### src/dbg_consts.svh
// Constants for register decoding of the debug access unit
`ifndef DBG_CONSTS_SVH
`define DBG_CONSTS_SVH

// Select register layout
`define SEL_PORT_MSB 31
`define SEL_PORT_LSB 24
`define SEL_PBANK_MSB 7
`define SEL_PBANK_LSB 4
`define SEL_LBANK_MSB 3
`define SEL_LBANK_LSB 0

// Word address bits inside a bank
`define ADDR_ID 2'h0
`define ADDR_CTRL 2'h1
`define ADDR_SELECT 2'h2
`define ADDR_RDBUF 2'h3
`define ADDR_CONFIG 2'h1

// Link register banks
`define LBANK_MAIN 4'h0
`define LBANK_CONFIG 4'h1

// Low address bits of every register address
`define WORD_ALIGN 2'h0

// Configuration word layout
`define CFG_PORTS_LSB 0
`define CFG_PORTS_MSB 7
`define CFG_CHAINS_LSB 8
`define CFG_CHAINS_MSB 11
`define CFG_KIND_LSB 12
`define CFG_KIND_MSB 13
`define CFG_TAPS_LSB 16
`define CFG_TAPS_MSB 19

// Structural limits
`define MAX_SCAN_CHAINS 4'h8
`define MIN_PORTS 9'h001

// Reset values
`define RST_WORD 32'h0000_0000
`define RST_BYTE 8'h00
`define RST_NIBBLE 4'h0

`endif

### src/dbg_pkg.sv
// Types shared by the debug access unit and its decoders
package dbg_pkg;

    typedef enum logic [0:0] {
        ST_IDLE = 1'b0,
        ST_PORT_WAIT = 1'b1
    } state_t;

    typedef enum logic [2:0] {
        LREG_ID = 3'h0,
        LREG_CTRL = 3'h1,
        LREG_SELECT = 3'h3,
        LREG_RDBUF = 3'h2,
        LREG_CONFIG = 3'h6,
        LREG_NONE = 3'h7
    } link_reg_t;

    typedef enum logic [1:0] {
        KIND_SCAN = 2'h0,
        KIND_TWO_WIRE = 2'h1,
        KIND_DUAL = 2'h2
    } port_kind_t;

    typedef struct packed {
        state_t state;
        logic ready;
        logic [7:0] port_selector;
        logic [3:0] port_bank_field;
        logic [3:0] link_bank_field;
        logic [31:0] scratch;
        logic [31:0] read_buffer;
        logic resp_valid;
        logic resp_fault;
        logic [31:0] resp_rdata;
        logic port_req;
        logic [7:0] port_sel;
        logic [7:0] port_addr;
        logic port_write;
        logic [31:0] port_wdata;
    } core_state_t;

endpackage

### src/decode_if.sv
// Signals between the core and its two address decoders
interface decode_if;
    logic [1:0] addr_bits;
    logic [3:0] link_bank;
    logic [3:0] port_bank;
    logic [7:0] port_selector;
    dbg_pkg::link_reg_t link_reg;
    logic [7:0] port_reg_addr;
    logic port_present;

    modport core (
        output addr_bits,
        output link_bank,
        output port_bank,
        output port_selector,
        input link_reg,
        input port_reg_addr,
        input port_present
    );
    modport link_dec (
        input addr_bits,
        input link_bank,
        output link_reg
    );
    modport port_dec (
        input addr_bits,
        input port_bank,
        input port_selector,
        output port_reg_addr,
        output port_present
    );
endinterface

### src/debug_access_unit.sv
// Register address decoding and transaction routing of a debug access unit
`include "dbg_consts.svh"

// What this block does
// Every transaction carries two word address bits
// Link register chosen by bank and address
// Port access routed by selector, word in bank
// Port register address is bank above bits
// Low two register address bits are zero
// Selector and bank held across port accesses
// Exactly one debug port, fixed kind
// At least one access port, any kind
// Scan port serves at most eight chains
// Preferably one controller per scan chain
// Ports identify; unknown ones can be skipped
// All register transfers are 32 bits
// Debugger writes select before port accesses
// Serial request names target and address
// Absent port completes with no side effects
module debug_access_unit #(
    parameter int PORT_COUNT = 1,
    parameter logic [31:0] ID_VALUE = 32'h0000_1001, // Arbitrary value
    parameter dbg_pkg::port_kind_t DEBUG_PORT_KIND = dbg_pkg::KIND_SCAN,
    parameter logic [3:0] SCAN_CHAINS = 4'h1,
    parameter logic [3:0] TAPS_PER_CHAIN = 4'h1
) (
    input wire logic CORE_CLK,
    input wire logic RST_N,
    input wire logic CE,
    input wire logic REQ_VALID,
    input wire logic REQ_PORT,
    input wire logic [1:0] REQ_ADDR,
    input wire logic REQ_WRITE,
    input wire logic [31:0] REQ_WDATA,
    output logic REQ_READY,
    output logic RESP_VALID,
    output logic RESP_FAULT,
    output logic [31:0] RESP_RDATA,
    output logic PORT_REQ,
    output logic [7:0] PORT_SEL,
    output logic [7:0] PORT_ADDR,
    output logic PORT_WRITE,
    output logic [31:0] PORT_WDATA,
    input wire logic [PORT_COUNT-1:0] PORT_ACK,
    input wire logic [PORT_COUNT*32-1:0] PORT_RDATA
);
    // At least one port is always built, even if the parameter says none
    localparam int PORTS = (PORT_COUNT < 1) ? 1 : PORT_COUNT;

    // The chain count reported never exceeds the scan port's limit
    localparam logic [3:0] CHAINS =
        (SCAN_CHAINS > `MAX_SCAN_CHAINS) ? `MAX_SCAN_CHAINS : SCAN_CHAINS;

    localparam dbg_pkg::core_state_t RST_STATE = '{
        state: dbg_pkg::ST_IDLE,
        ready: 1'b1,
        port_selector: `RST_BYTE,
        port_bank_field: `RST_NIBBLE,
        link_bank_field: `RST_NIBBLE,
        scratch: `RST_WORD,
        read_buffer: `RST_WORD,
        resp_valid: 1'b0,
        resp_fault: 1'b0,
        resp_rdata: `RST_WORD,
        port_req: 1'b0,
        port_sel: `RST_BYTE,
        port_addr: `RST_BYTE,
        port_write: 1'b0,
        port_wdata: `RST_WORD
    };

    dbg_pkg::core_state_t cur_ff;
    dbg_pkg::core_state_t nxt_ff;
    logic take_link;
    logic take_port;

    decode_if dif ();

    // Decoders always see the held select fields, never the request data
    assign dif.addr_bits = REQ_ADDR;
    assign dif.link_bank = cur_ff.link_bank_field;
    assign dif.port_bank = cur_ff.port_bank_field;
    assign dif.port_selector = cur_ff.port_selector;

    link_register_decode u_link_dec (
        .dif(dif.link_dec)
    );

    port_register_decode #(
        .PORT_COUNT(PORTS)
    ) u_port_dec (
        .dif(dif.port_dec)
    );

    // Acknowledge of the port that holds the current transaction
    function automatic logic ack_of(
        input logic [PORT_COUNT-1:0] acks,
        input logic [7:0] sel
    );
        logic hit;
        hit = 1'b0;
        for (int i = 0; i < PORT_COUNT; i++) begin
            if (8'(i) == sel) begin
                hit = acks[i];
            end
        end
        return hit;
    endfunction

    // Read word of the port that holds the current transaction
    function automatic logic [31:0] data_of(
        input logic [PORT_COUNT*32-1:0] words,
        input logic [7:0] sel
    );
        logic [31:0] w;
        w = `RST_WORD;
        for (int i = 0; i < PORT_COUNT; i++) begin
            if (8'(i) == sel) begin
                w = words[i*32 +: 32];
            end
        end
        return w;
    endfunction

    // One debug port kind fixes the link for the whole unit; the word is
    // built from parameters alone, so it costs no flip-flops
    function automatic logic [31:0] config_word_of();
        logic [31:0] w;
        w = `RST_WORD;
        w[`CFG_PORTS_MSB:`CFG_PORTS_LSB] = 8'(PORTS);
        w[`CFG_CHAINS_MSB:`CFG_CHAINS_LSB] = CHAINS;
        w[`CFG_KIND_MSB:`CFG_KIND_LSB] = DEBUG_PORT_KIND;
        w[`CFG_TAPS_MSB:`CFG_TAPS_LSB] = TAPS_PER_CHAIN;
        return w;
    endfunction

    // Read-back image of the held select fields; other bits read zero
    function automatic logic [31:0] select_word_of(
        input dbg_pkg::core_state_t s
    );
        logic [31:0] w;
        w = `RST_WORD;
        w[`SEL_PORT_MSB:`SEL_PORT_LSB] = s.port_selector;
        w[`SEL_PBANK_MSB:`SEL_PBANK_LSB] = s.port_bank_field;
        w[`SEL_LBANK_MSB:`SEL_LBANK_LSB] = s.link_bank_field;
        return w;
    endfunction

    // Value each link register reads as; a write answers with the value
    // held before it, since the new one only lands at the next edge
    function automatic logic [31:0] link_read_data(
        input dbg_pkg::link_reg_t sel_reg,
        input dbg_pkg::core_state_t s
    );
        logic [31:0] w;
        w = `RST_WORD;
        case (sel_reg)
            dbg_pkg::LREG_ID: begin
                w = ID_VALUE;
            end
            dbg_pkg::LREG_CTRL: begin
                w = s.scratch;
            end
            dbg_pkg::LREG_SELECT: begin
                w = select_word_of(s);
            end
            dbg_pkg::LREG_RDBUF: begin
                w = s.read_buffer;
            end
            dbg_pkg::LREG_CONFIG: begin
                w = config_word_of();
            end
            default: begin
                w = `RST_WORD;
            end
        endcase
        return w;
    endfunction

    // Applies a link register write; only the control word and the
    // select fields take one
    function automatic dbg_pkg::core_state_t write_link(
        input dbg_pkg::core_state_t s,
        input dbg_pkg::link_reg_t sel_reg,
        input logic [31:0] wdata
    );
        dbg_pkg::core_state_t r;
        r = s;
        // Id, read buffer and configuration stay read-only
        if (sel_reg == dbg_pkg::LREG_CTRL) begin
            r.scratch = wdata;
        end else if (sel_reg == dbg_pkg::LREG_SELECT) begin
            r.port_selector = wdata[`SEL_PORT_MSB:`SEL_PORT_LSB];
            r.port_bank_field = wdata[`SEL_PBANK_MSB:`SEL_PBANK_LSB];
            r.link_bank_field = wdata[`SEL_LBANK_MSB:`SEL_LBANK_LSB];
        end
        return r;
    endfunction

    // Launches a port transfer; selector and bank come from the held
    // select fields, never from the request, so they stay put between
    // port accesses and only the word bits change
    function automatic dbg_pkg::core_state_t issue_port(
        input dbg_pkg::core_state_t s,
        input logic [7:0] reg_addr,
        input logic wr,
        input logic [31:0] wdata
    );
        dbg_pkg::core_state_t r;
        r = s;
        r.port_req = 1'b1;
        r.port_sel = s.port_selector;
        r.port_addr = reg_addr;
        r.port_write = wr;
        r.port_wdata = wdata;
        r.ready = 1'b0;
        r.state = dbg_pkg::ST_PORT_WAIT;
        return r;
    endfunction

    // Closes a port transfer; only a read refreshes the read buffer, so
    // a port write leaves the last read word in place
    function automatic dbg_pkg::core_state_t finish_port(
        input dbg_pkg::core_state_t s,
        input logic [31:0] word
    );
        dbg_pkg::core_state_t r;
        r = s;
        r.port_req = 1'b0;
        r.resp_valid = 1'b1;
        r.resp_fault = 1'b0;
        r.resp_rdata = `RST_WORD;
        if (!s.port_write) begin
            r.resp_rdata = word;
            r.read_buffer = word;
        end
        r.ready = 1'b1;
        r.state = dbg_pkg::ST_IDLE;
        return r;
    endfunction

    // Requests are taken only while ready and never queued, so one that
    // is offered while a port transfer is pending is not seen at all and
    // the link logic has to offer it again
    assign take_link = REQ_VALID && cur_ff.ready && !REQ_PORT;
    assign take_port = REQ_VALID && cur_ff.ready && REQ_PORT;

    // Response valid drops by default so each answer is a single pulse
    always_comb begin
        nxt_ff = cur_ff;
        nxt_ff.resp_valid = 1'b0;
        case (cur_ff.state)
            dbg_pkg::ST_IDLE: begin
                if (take_link) begin
                    nxt_ff.resp_valid = 1'b1;
                    // A word that maps nothing in this bank answers with a fault
                    nxt_ff.resp_fault = (dif.link_reg == dbg_pkg::LREG_NONE);
                    nxt_ff.resp_rdata =
                        link_read_data(dif.link_reg, cur_ff);
                    if (REQ_WRITE) begin
                        nxt_ff = write_link(nxt_ff, dif.link_reg, REQ_WDATA);
                    end
                end else if (take_port) begin
                    // The selector was checked against the built ports
                    if (dif.port_present) begin
                        nxt_ff = issue_port(nxt_ff, dif.port_reg_addr,
                            REQ_WRITE, REQ_WDATA);
                    end else begin
                        // Reads as zero, so a debugger sees no known
                        // identity and skips the port
                        nxt_ff.resp_valid = 1'b1;
                        nxt_ff.resp_fault = 1'b0;
                        nxt_ff.resp_rdata = `RST_WORD;
                    end
                end
            end
            dbg_pkg::ST_PORT_WAIT: begin
                // No timeout: a port that never acknowledges stalls the
                // unit until reset
                if (ack_of(PORT_ACK, cur_ff.port_sel)) begin
                    nxt_ff = finish_port(nxt_ff,
                        data_of(PORT_RDATA, cur_ff.port_sel));
                end
            end
            default: begin
                nxt_ff = RST_STATE;
            end
        endcase
    end

    always_ff @(posedge CORE_CLK) begin
        if (!RST_N) begin
            cur_ff <= RST_STATE;
        end else if (CE) begin
            cur_ff <= nxt_ff;
        end
    end

    assign REQ_READY = cur_ff.ready;
    assign RESP_VALID = cur_ff.resp_valid;
    assign RESP_FAULT = cur_ff.resp_fault;
    assign RESP_RDATA = cur_ff.resp_rdata;
    assign PORT_REQ = cur_ff.port_req;
    assign PORT_SEL = cur_ff.port_sel;
    assign PORT_ADDR = cur_ff.port_addr;
    assign PORT_WRITE = cur_ff.port_write;
    assign PORT_WDATA = cur_ff.port_wdata;
endmodule // debug_access_unit

### src/link_register_decode.sv
// Picks a link register from the bank field and the word address
`include "dbg_consts.svh"

module link_register_decode (
    decode_if.link_dec dif
);
    function automatic dbg_pkg::link_reg_t pick(
        input logic [3:0] bank,
        input logic [1:0] addr
    );
        dbg_pkg::link_reg_t r;
        r = dbg_pkg::LREG_NONE;
        // Id, select and read buffer answer in every bank
        if (addr == `ADDR_ID) begin
            r = dbg_pkg::LREG_ID;
        end else if (addr == `ADDR_SELECT) begin
            r = dbg_pkg::LREG_SELECT;
        end else if (addr == `ADDR_RDBUF) begin
            r = dbg_pkg::LREG_RDBUF;
        end else if (bank == `LBANK_MAIN) begin
            r = dbg_pkg::LREG_CTRL;
        end else if (bank == `LBANK_CONFIG) begin
            r = dbg_pkg::LREG_CONFIG;
        end
        return r;
    endfunction

    assign dif.link_reg = pick(dif.link_bank, dif.addr_bits);
endmodule // link_register_decode

### src/port_register_decode.sv
// Forms the access port register address and checks the port exists
`include "dbg_consts.svh"

module port_register_decode #(
    parameter int PORT_COUNT = 1
) (
    decode_if.port_dec dif
);
    localparam logic [8:0] COUNT = 9'(PORT_COUNT);

    // Bank above the word bits, low two bits always zero
    assign dif.port_reg_addr = {dif.port_bank, dif.addr_bits, `WORD_ALIGN};
    assign dif.port_present = {1'b0, dif.port_selector} < COUNT;
endmodule // port_register_decode

### config.mk
export PLATFORM = sky130hd
export DESIGN_NAME = debug_access_unit
export DESIGN_NICKNAME = d
export VERILOG_FILES = /design/src/dbg_pkg.sv /design/src/decode_if.sv /design/src/debug_access_unit.sv /design/src/link_register_decode.sv /design/src/port_register_decode.sv
export VERILOG_INCLUDE_DIRS = /design/src
export SDC_FILE = /design/constraint.sdc
export NUM_CORES = 1
export LEC_CHECK = 0
export BUFFER_PORTS_ARGS = -buffer_cell sky130_fd_sc_hd__buf_4
export CAP_MARGIN = 15
export CORE_ASPECT_RATIO = 0.8
export CORE_MARGIN = 3
export CORE_UTILIZATION = 50
export CTS_CLUSTER_SIZE = 40
export DETAILED_ROUTE_END_ITERATION = 7
export GPL_ROUTABILITY_DRIVEN = 0
export PLACE_DENSITY_LB_ADDON = 0.12
export RECOVER_POWER = 50
export REMOVE_ABC_BUFFERS = 1
export SYNTH_ARGS = -nofsm -noshare
export SYNTH_HDL_FRONTEND = slang
export SYNTH_SLANG_ARGS = --single-unit
export TNS_END_PERCENT = 5
### constraint.sdc
create_clock -name CORE_CLK -period 2.9 [get_ports CORE_CLK]
set_input_delay 0.58 -clock CORE_CLK [delete_from_list [all_inputs] [get_ports CORE_CLK]]
set_output_delay 0.58 -clock CORE_CLK [all_outputs]
set_load 0.02 [all_outputs]
==> impl_metrics.env <==
export IMPL_outcome="complete, no violations"
export IMPL_post_drt_wl_per_cell_um=19.25
export IMPL_area_growth_synth_to_final_pct=14.07
export IMPL_numCtsBuffers=17
export IMPL_period_share_pct=76.63
export IMPL_die_area_mm2=0.01663
export IMPL_layout_cells_non_filler=1054
export IMPL_synth_top_area_cell="dfxtp_1"
export IMPL_grt_max_degree=77
export IMPL_first_global_vias=6044
export IMPL_fp_dieW_um=143.5
export IMPL_grt_ovfl_total=0
export IMPL_synthDistinctLibCells=44
export IMPL_clock_root_buffer="clkbuf_16"
export IMPL_worstPathMaxFanout=16
export IMPL_synth_area_leaders="dfxtp_1, mux2i_1, buf_4"
export IMPL_fin_tns_setup_ps=0
export IMPL_num_vias=6088
export IMPL_insertion_delay_ps=430
export IMPL_p_per_area_mw_per_mm2=632.0
export IMPL_avgSynthCellArea_um2=9.330
export IMPL_tightest_slew_ps=879.8
export IMPL_maxCapViolations=0
export IMPL_netlist_area_leader_share_pct=43.44
export IMPL_clock_fmax_mhz=450.0
export IMPL_cp_cell_sequence="nand4b_1, nor4_4, clkbuf_2, mux2i_1, nor2_1"
export IMPL_synth_main_ff_cell="dfxtp_1"
export IMPL_core_area_mm2=0.01454
export IMPL_rows=39
export IMPL_reg2reg_depth=5
export IMPL_clkSlewWorstSetupHoldPaths_ps=60
export IMPL_synth_edf_count=0
export IMPL_grt_usage_pct=24.14
export IMPL_vias_per_cell=5.776
export IMPL_wirelength_um=20290
export IMPL_leakagePower_nw=3.484
export IMPL_placed_cells=1022
export IMPL_reg2reg_from="cur_ff[165]$_SDFFE_PN0P_"
export IMPL_slowest_stage="clkbuf_2"
export IMPL_cts_resized=0
export IMPL_syn_instance_count=810
export IMPL_grt_pass1_wl_um=31380
export IMPL_diodes=0
export IMPL_finClkSkew_ps=7.981
export IMPL_ios=158
export IMPL_die_h_um=116.0
export IMPL_synthesis_area_mm2=0.007557
export IMPL_antenna_found_initial=0
export IMPL_ys_seq_area_share_pct=43.44
export IMPL_clock_sinks=164
export IMPL_drcViolationCount=0
export IMPL_slew_violations=0
export IMPL_ant_nets=0
export IMPL_postCtsSetupRepairBufs=0
export IMPL_synth_seq_cells=164
export IMPL_htreeDepth=4
export IMPL_max_slew_margin_rel_pct=41.34
export IMPL_min_period_ps=2222
export IMPL_worstSetupEndpoint="dif.port_selector[4]$_SDFFE_PN0P_"
export IMPL_tritoncts="yes"
export IMPL_hold_violations=0
export IMPL_ys_warnings_count=0
export IMPL_rsz0062_at_grt="no"
export IMPL_dr_pass1_iters=5
export IMPL_cp_required_ps=3190
export IMPL_start_util_pct=51.97
export IMPL_dpl_worst_slack_ps=508.9
export IMPL_hp_class="primary input to register"
export IMPL_rrSetupSlack_ps=680
export IMPL_cpPeakStageDelay_ps=590
export IMPL_critical_path_class="register to register"
export IMPL_end_kind="register"
export IMPL_numPortBuffers=155
export IMPL_start_kind="register"
export IMPL_fin_nets=930
export IMPL_dp_hpwl_um=12810
export IMPL_vdd_ir_drop_worst_mv=0.3902
export IMPL_synthArstFlopShare_pct=0
export IMPL_setup_viol=0
export IMPL_hold_ws_ps=392.4
export IMPL_worstSetupStartpoint="cur_ff[165]$_SDFFE_PN0P_"
export IMPL_holdBufCountCts=0
export IMPL_r2r_end="dif.port_selector[4]$_SDFFE_PN0P_"
export IMPL_arrival_ps=2510
export IMPL_first_iter_violations=465
export IMPL_cts_buffer_depth=2
export IMPL_drive_above_1_share_pct=17.24
export IMPL_layout_setup_ws_ps=677.7
[cells in the final DEF (no fill, tap or decap), types with 2 or more instances in the layout]
cell / netlist / layout
dfxtp_1: 164 / 163
nor2_1: 92 / 92
mux2i_1: 88 / 88
clkbuf_1: 38 / 84
buf_4: 84 / 83
nand2_1: 72 / 72
a21oi_1: 62 / 62
o31ai_1: 34 / 34
nor2b_1: 29 / 28
a32o_1: 27 / 27
a22oi_1: 27 / 27
clkbuf_16: 0 / 17
mux2_2: 15 / 15
and3_1: 9 / 9
bufinv_16: 0 / 6
clkbuf_8: 0 / 5
nor4_4: 4 / 4
nor4b_1: 3 / 3
nand2b_1: 3 / 3
o21ai_0: 3 / 3
a31oi_1: 4 / 3
clkinv_2: 0 / 3
buf_12: 0 / 3
clkbuf_2: 0 / 3
nand4b_1: 2 / 2
or4bb_1: 2 / 2
or3_1: 2 / 2
a32oi_1: 2 / 2
conb_1: 1 / 2
[worst min-delay path by stage]
stage | startpoint | endpoint | cells past startpoint | slack [ps]
after CTS | REQ_WDATA[9] | PORT_WDATA[9]$_SDFFE_PN0P_ | 3 | 380
after floorplan | cur_ff[84]$_SDFFE_PN0P_ | cur_ff[84]$_SDFFE_PN0P_ | 2 | 430
after detailed placement | cur_ff[84]$_SDFFE_PN0P_ | cur_ff[84]$_SDFFE_PN0P_ | 2 | 440
final | REQ_WDATA[18] | PORT_WDATA[18]$_SDFFE_PN0P_ | 3 | 390
after global routing | REQ_WDATA[18] | PORT_WDATA[18]$_SDFFE_PN0P_ | 3 | 400
after global placement | cur_ff[115]$_SDFFE_PN0P_ | cur_ff[115]$_SDFFE_PN0P_ | 2 | 430
[state kept, by name, summed over array words and instances, names as in the netlist, 4 cells and up]
name / flops
cur_ff: 65
PORT_WDATA: 32
RESP_RDATA: 32
PORT_SEL: 8
dif.port_selector: 8
PORT_ADDR: 6
dif.link_bank: 4
dif.port_bank: 4
[synth_stat cells (4+ instances only)]
| cell type | count |
|---|---|
| a22oi_1 | 27 |
| nor4_4 | 4 |
| buf_2 | 17 |
| o31ai_1 | 34 |
| a21oi_1 | 62 |
| nor2b_1 | 29 |
| dfxtp_1 | 164 |
| buf_6 | 6 |
| mux2_2 | 15 |
| and3_1 | 9 |
| a32o_1 | 27 |
| nand2_1 | 72 |
| buf_4 | 84 |
| clkbuf_1 | 38 |
| nor2_1 | 92 |
| a31oi_1 | 4 |
| mux2i_1 | 88 |
[power by group]
part,leakage [nW],internal (mW),total [mW],switching (mW)
clock network,0.343,1.73,2.61,0.883
logic,1.81,0.181,0.486,0.305
registers,1.33,2.31,2.35,0.0400
total,3.48,4.22,5.45,1.23
[per-stage QoR]
| stage | cell area [um2] | util, % | total power, mW |
|---|---|---|---|
| 5_1_grt | 8621 | 59.28 | 5.628 |
| 2_1_floorplan | 6635 | - | 2.639 |
| 3_3_place_gp | 8247 | 56.71 | 2.914 |
| 4_1_cts | 8940 | 61.48 | 5.526 |
| 6_report | 8621 | 59.28 | 5.449 |
| 3_5_place_dp | 8247 | 56.71 | 2.924 |
[cell type report]
class	instances	area, um2
Fill cell	1312	5921
Multi-Input combinational cell	500	3393
Sequential cell	164	3284
Timing Repair Buffer	172	1010
Clock buffer	23	498.0
Tap cell	184	230.2
Clock inverter	9	195.2
Inverter	2	10.01
[per-layer routing]
metal / GRT usage [%] / share of wire (%) / vias to the layer above
met2: 37.68 / 45 / 272
met4: 9.348 / 1.6 / 0
met5: 0 / 0 / -
li1: - / - / 2862
met1: 32.39 / 44 / 2919
met3: 6.023 / 8.9 / 35
[cells by family after synthesis]
logic type / after synthesis / synth area share, %
flops: 164 / 43.44
other cells: 1 / 0.04962
simple gates: 231 / 15.23
compound gates: 164 / 15.03
mux: 103 / 13.89
buf+inv: 147 / 12.35
[critical path, delay by kind of cell (launching register included)]
family	cells	cell delay (ps)
buf+inv	1	590
simple gates	3	820
mux	1	310
flops	1	350
(Power assumes the default switching activity.)
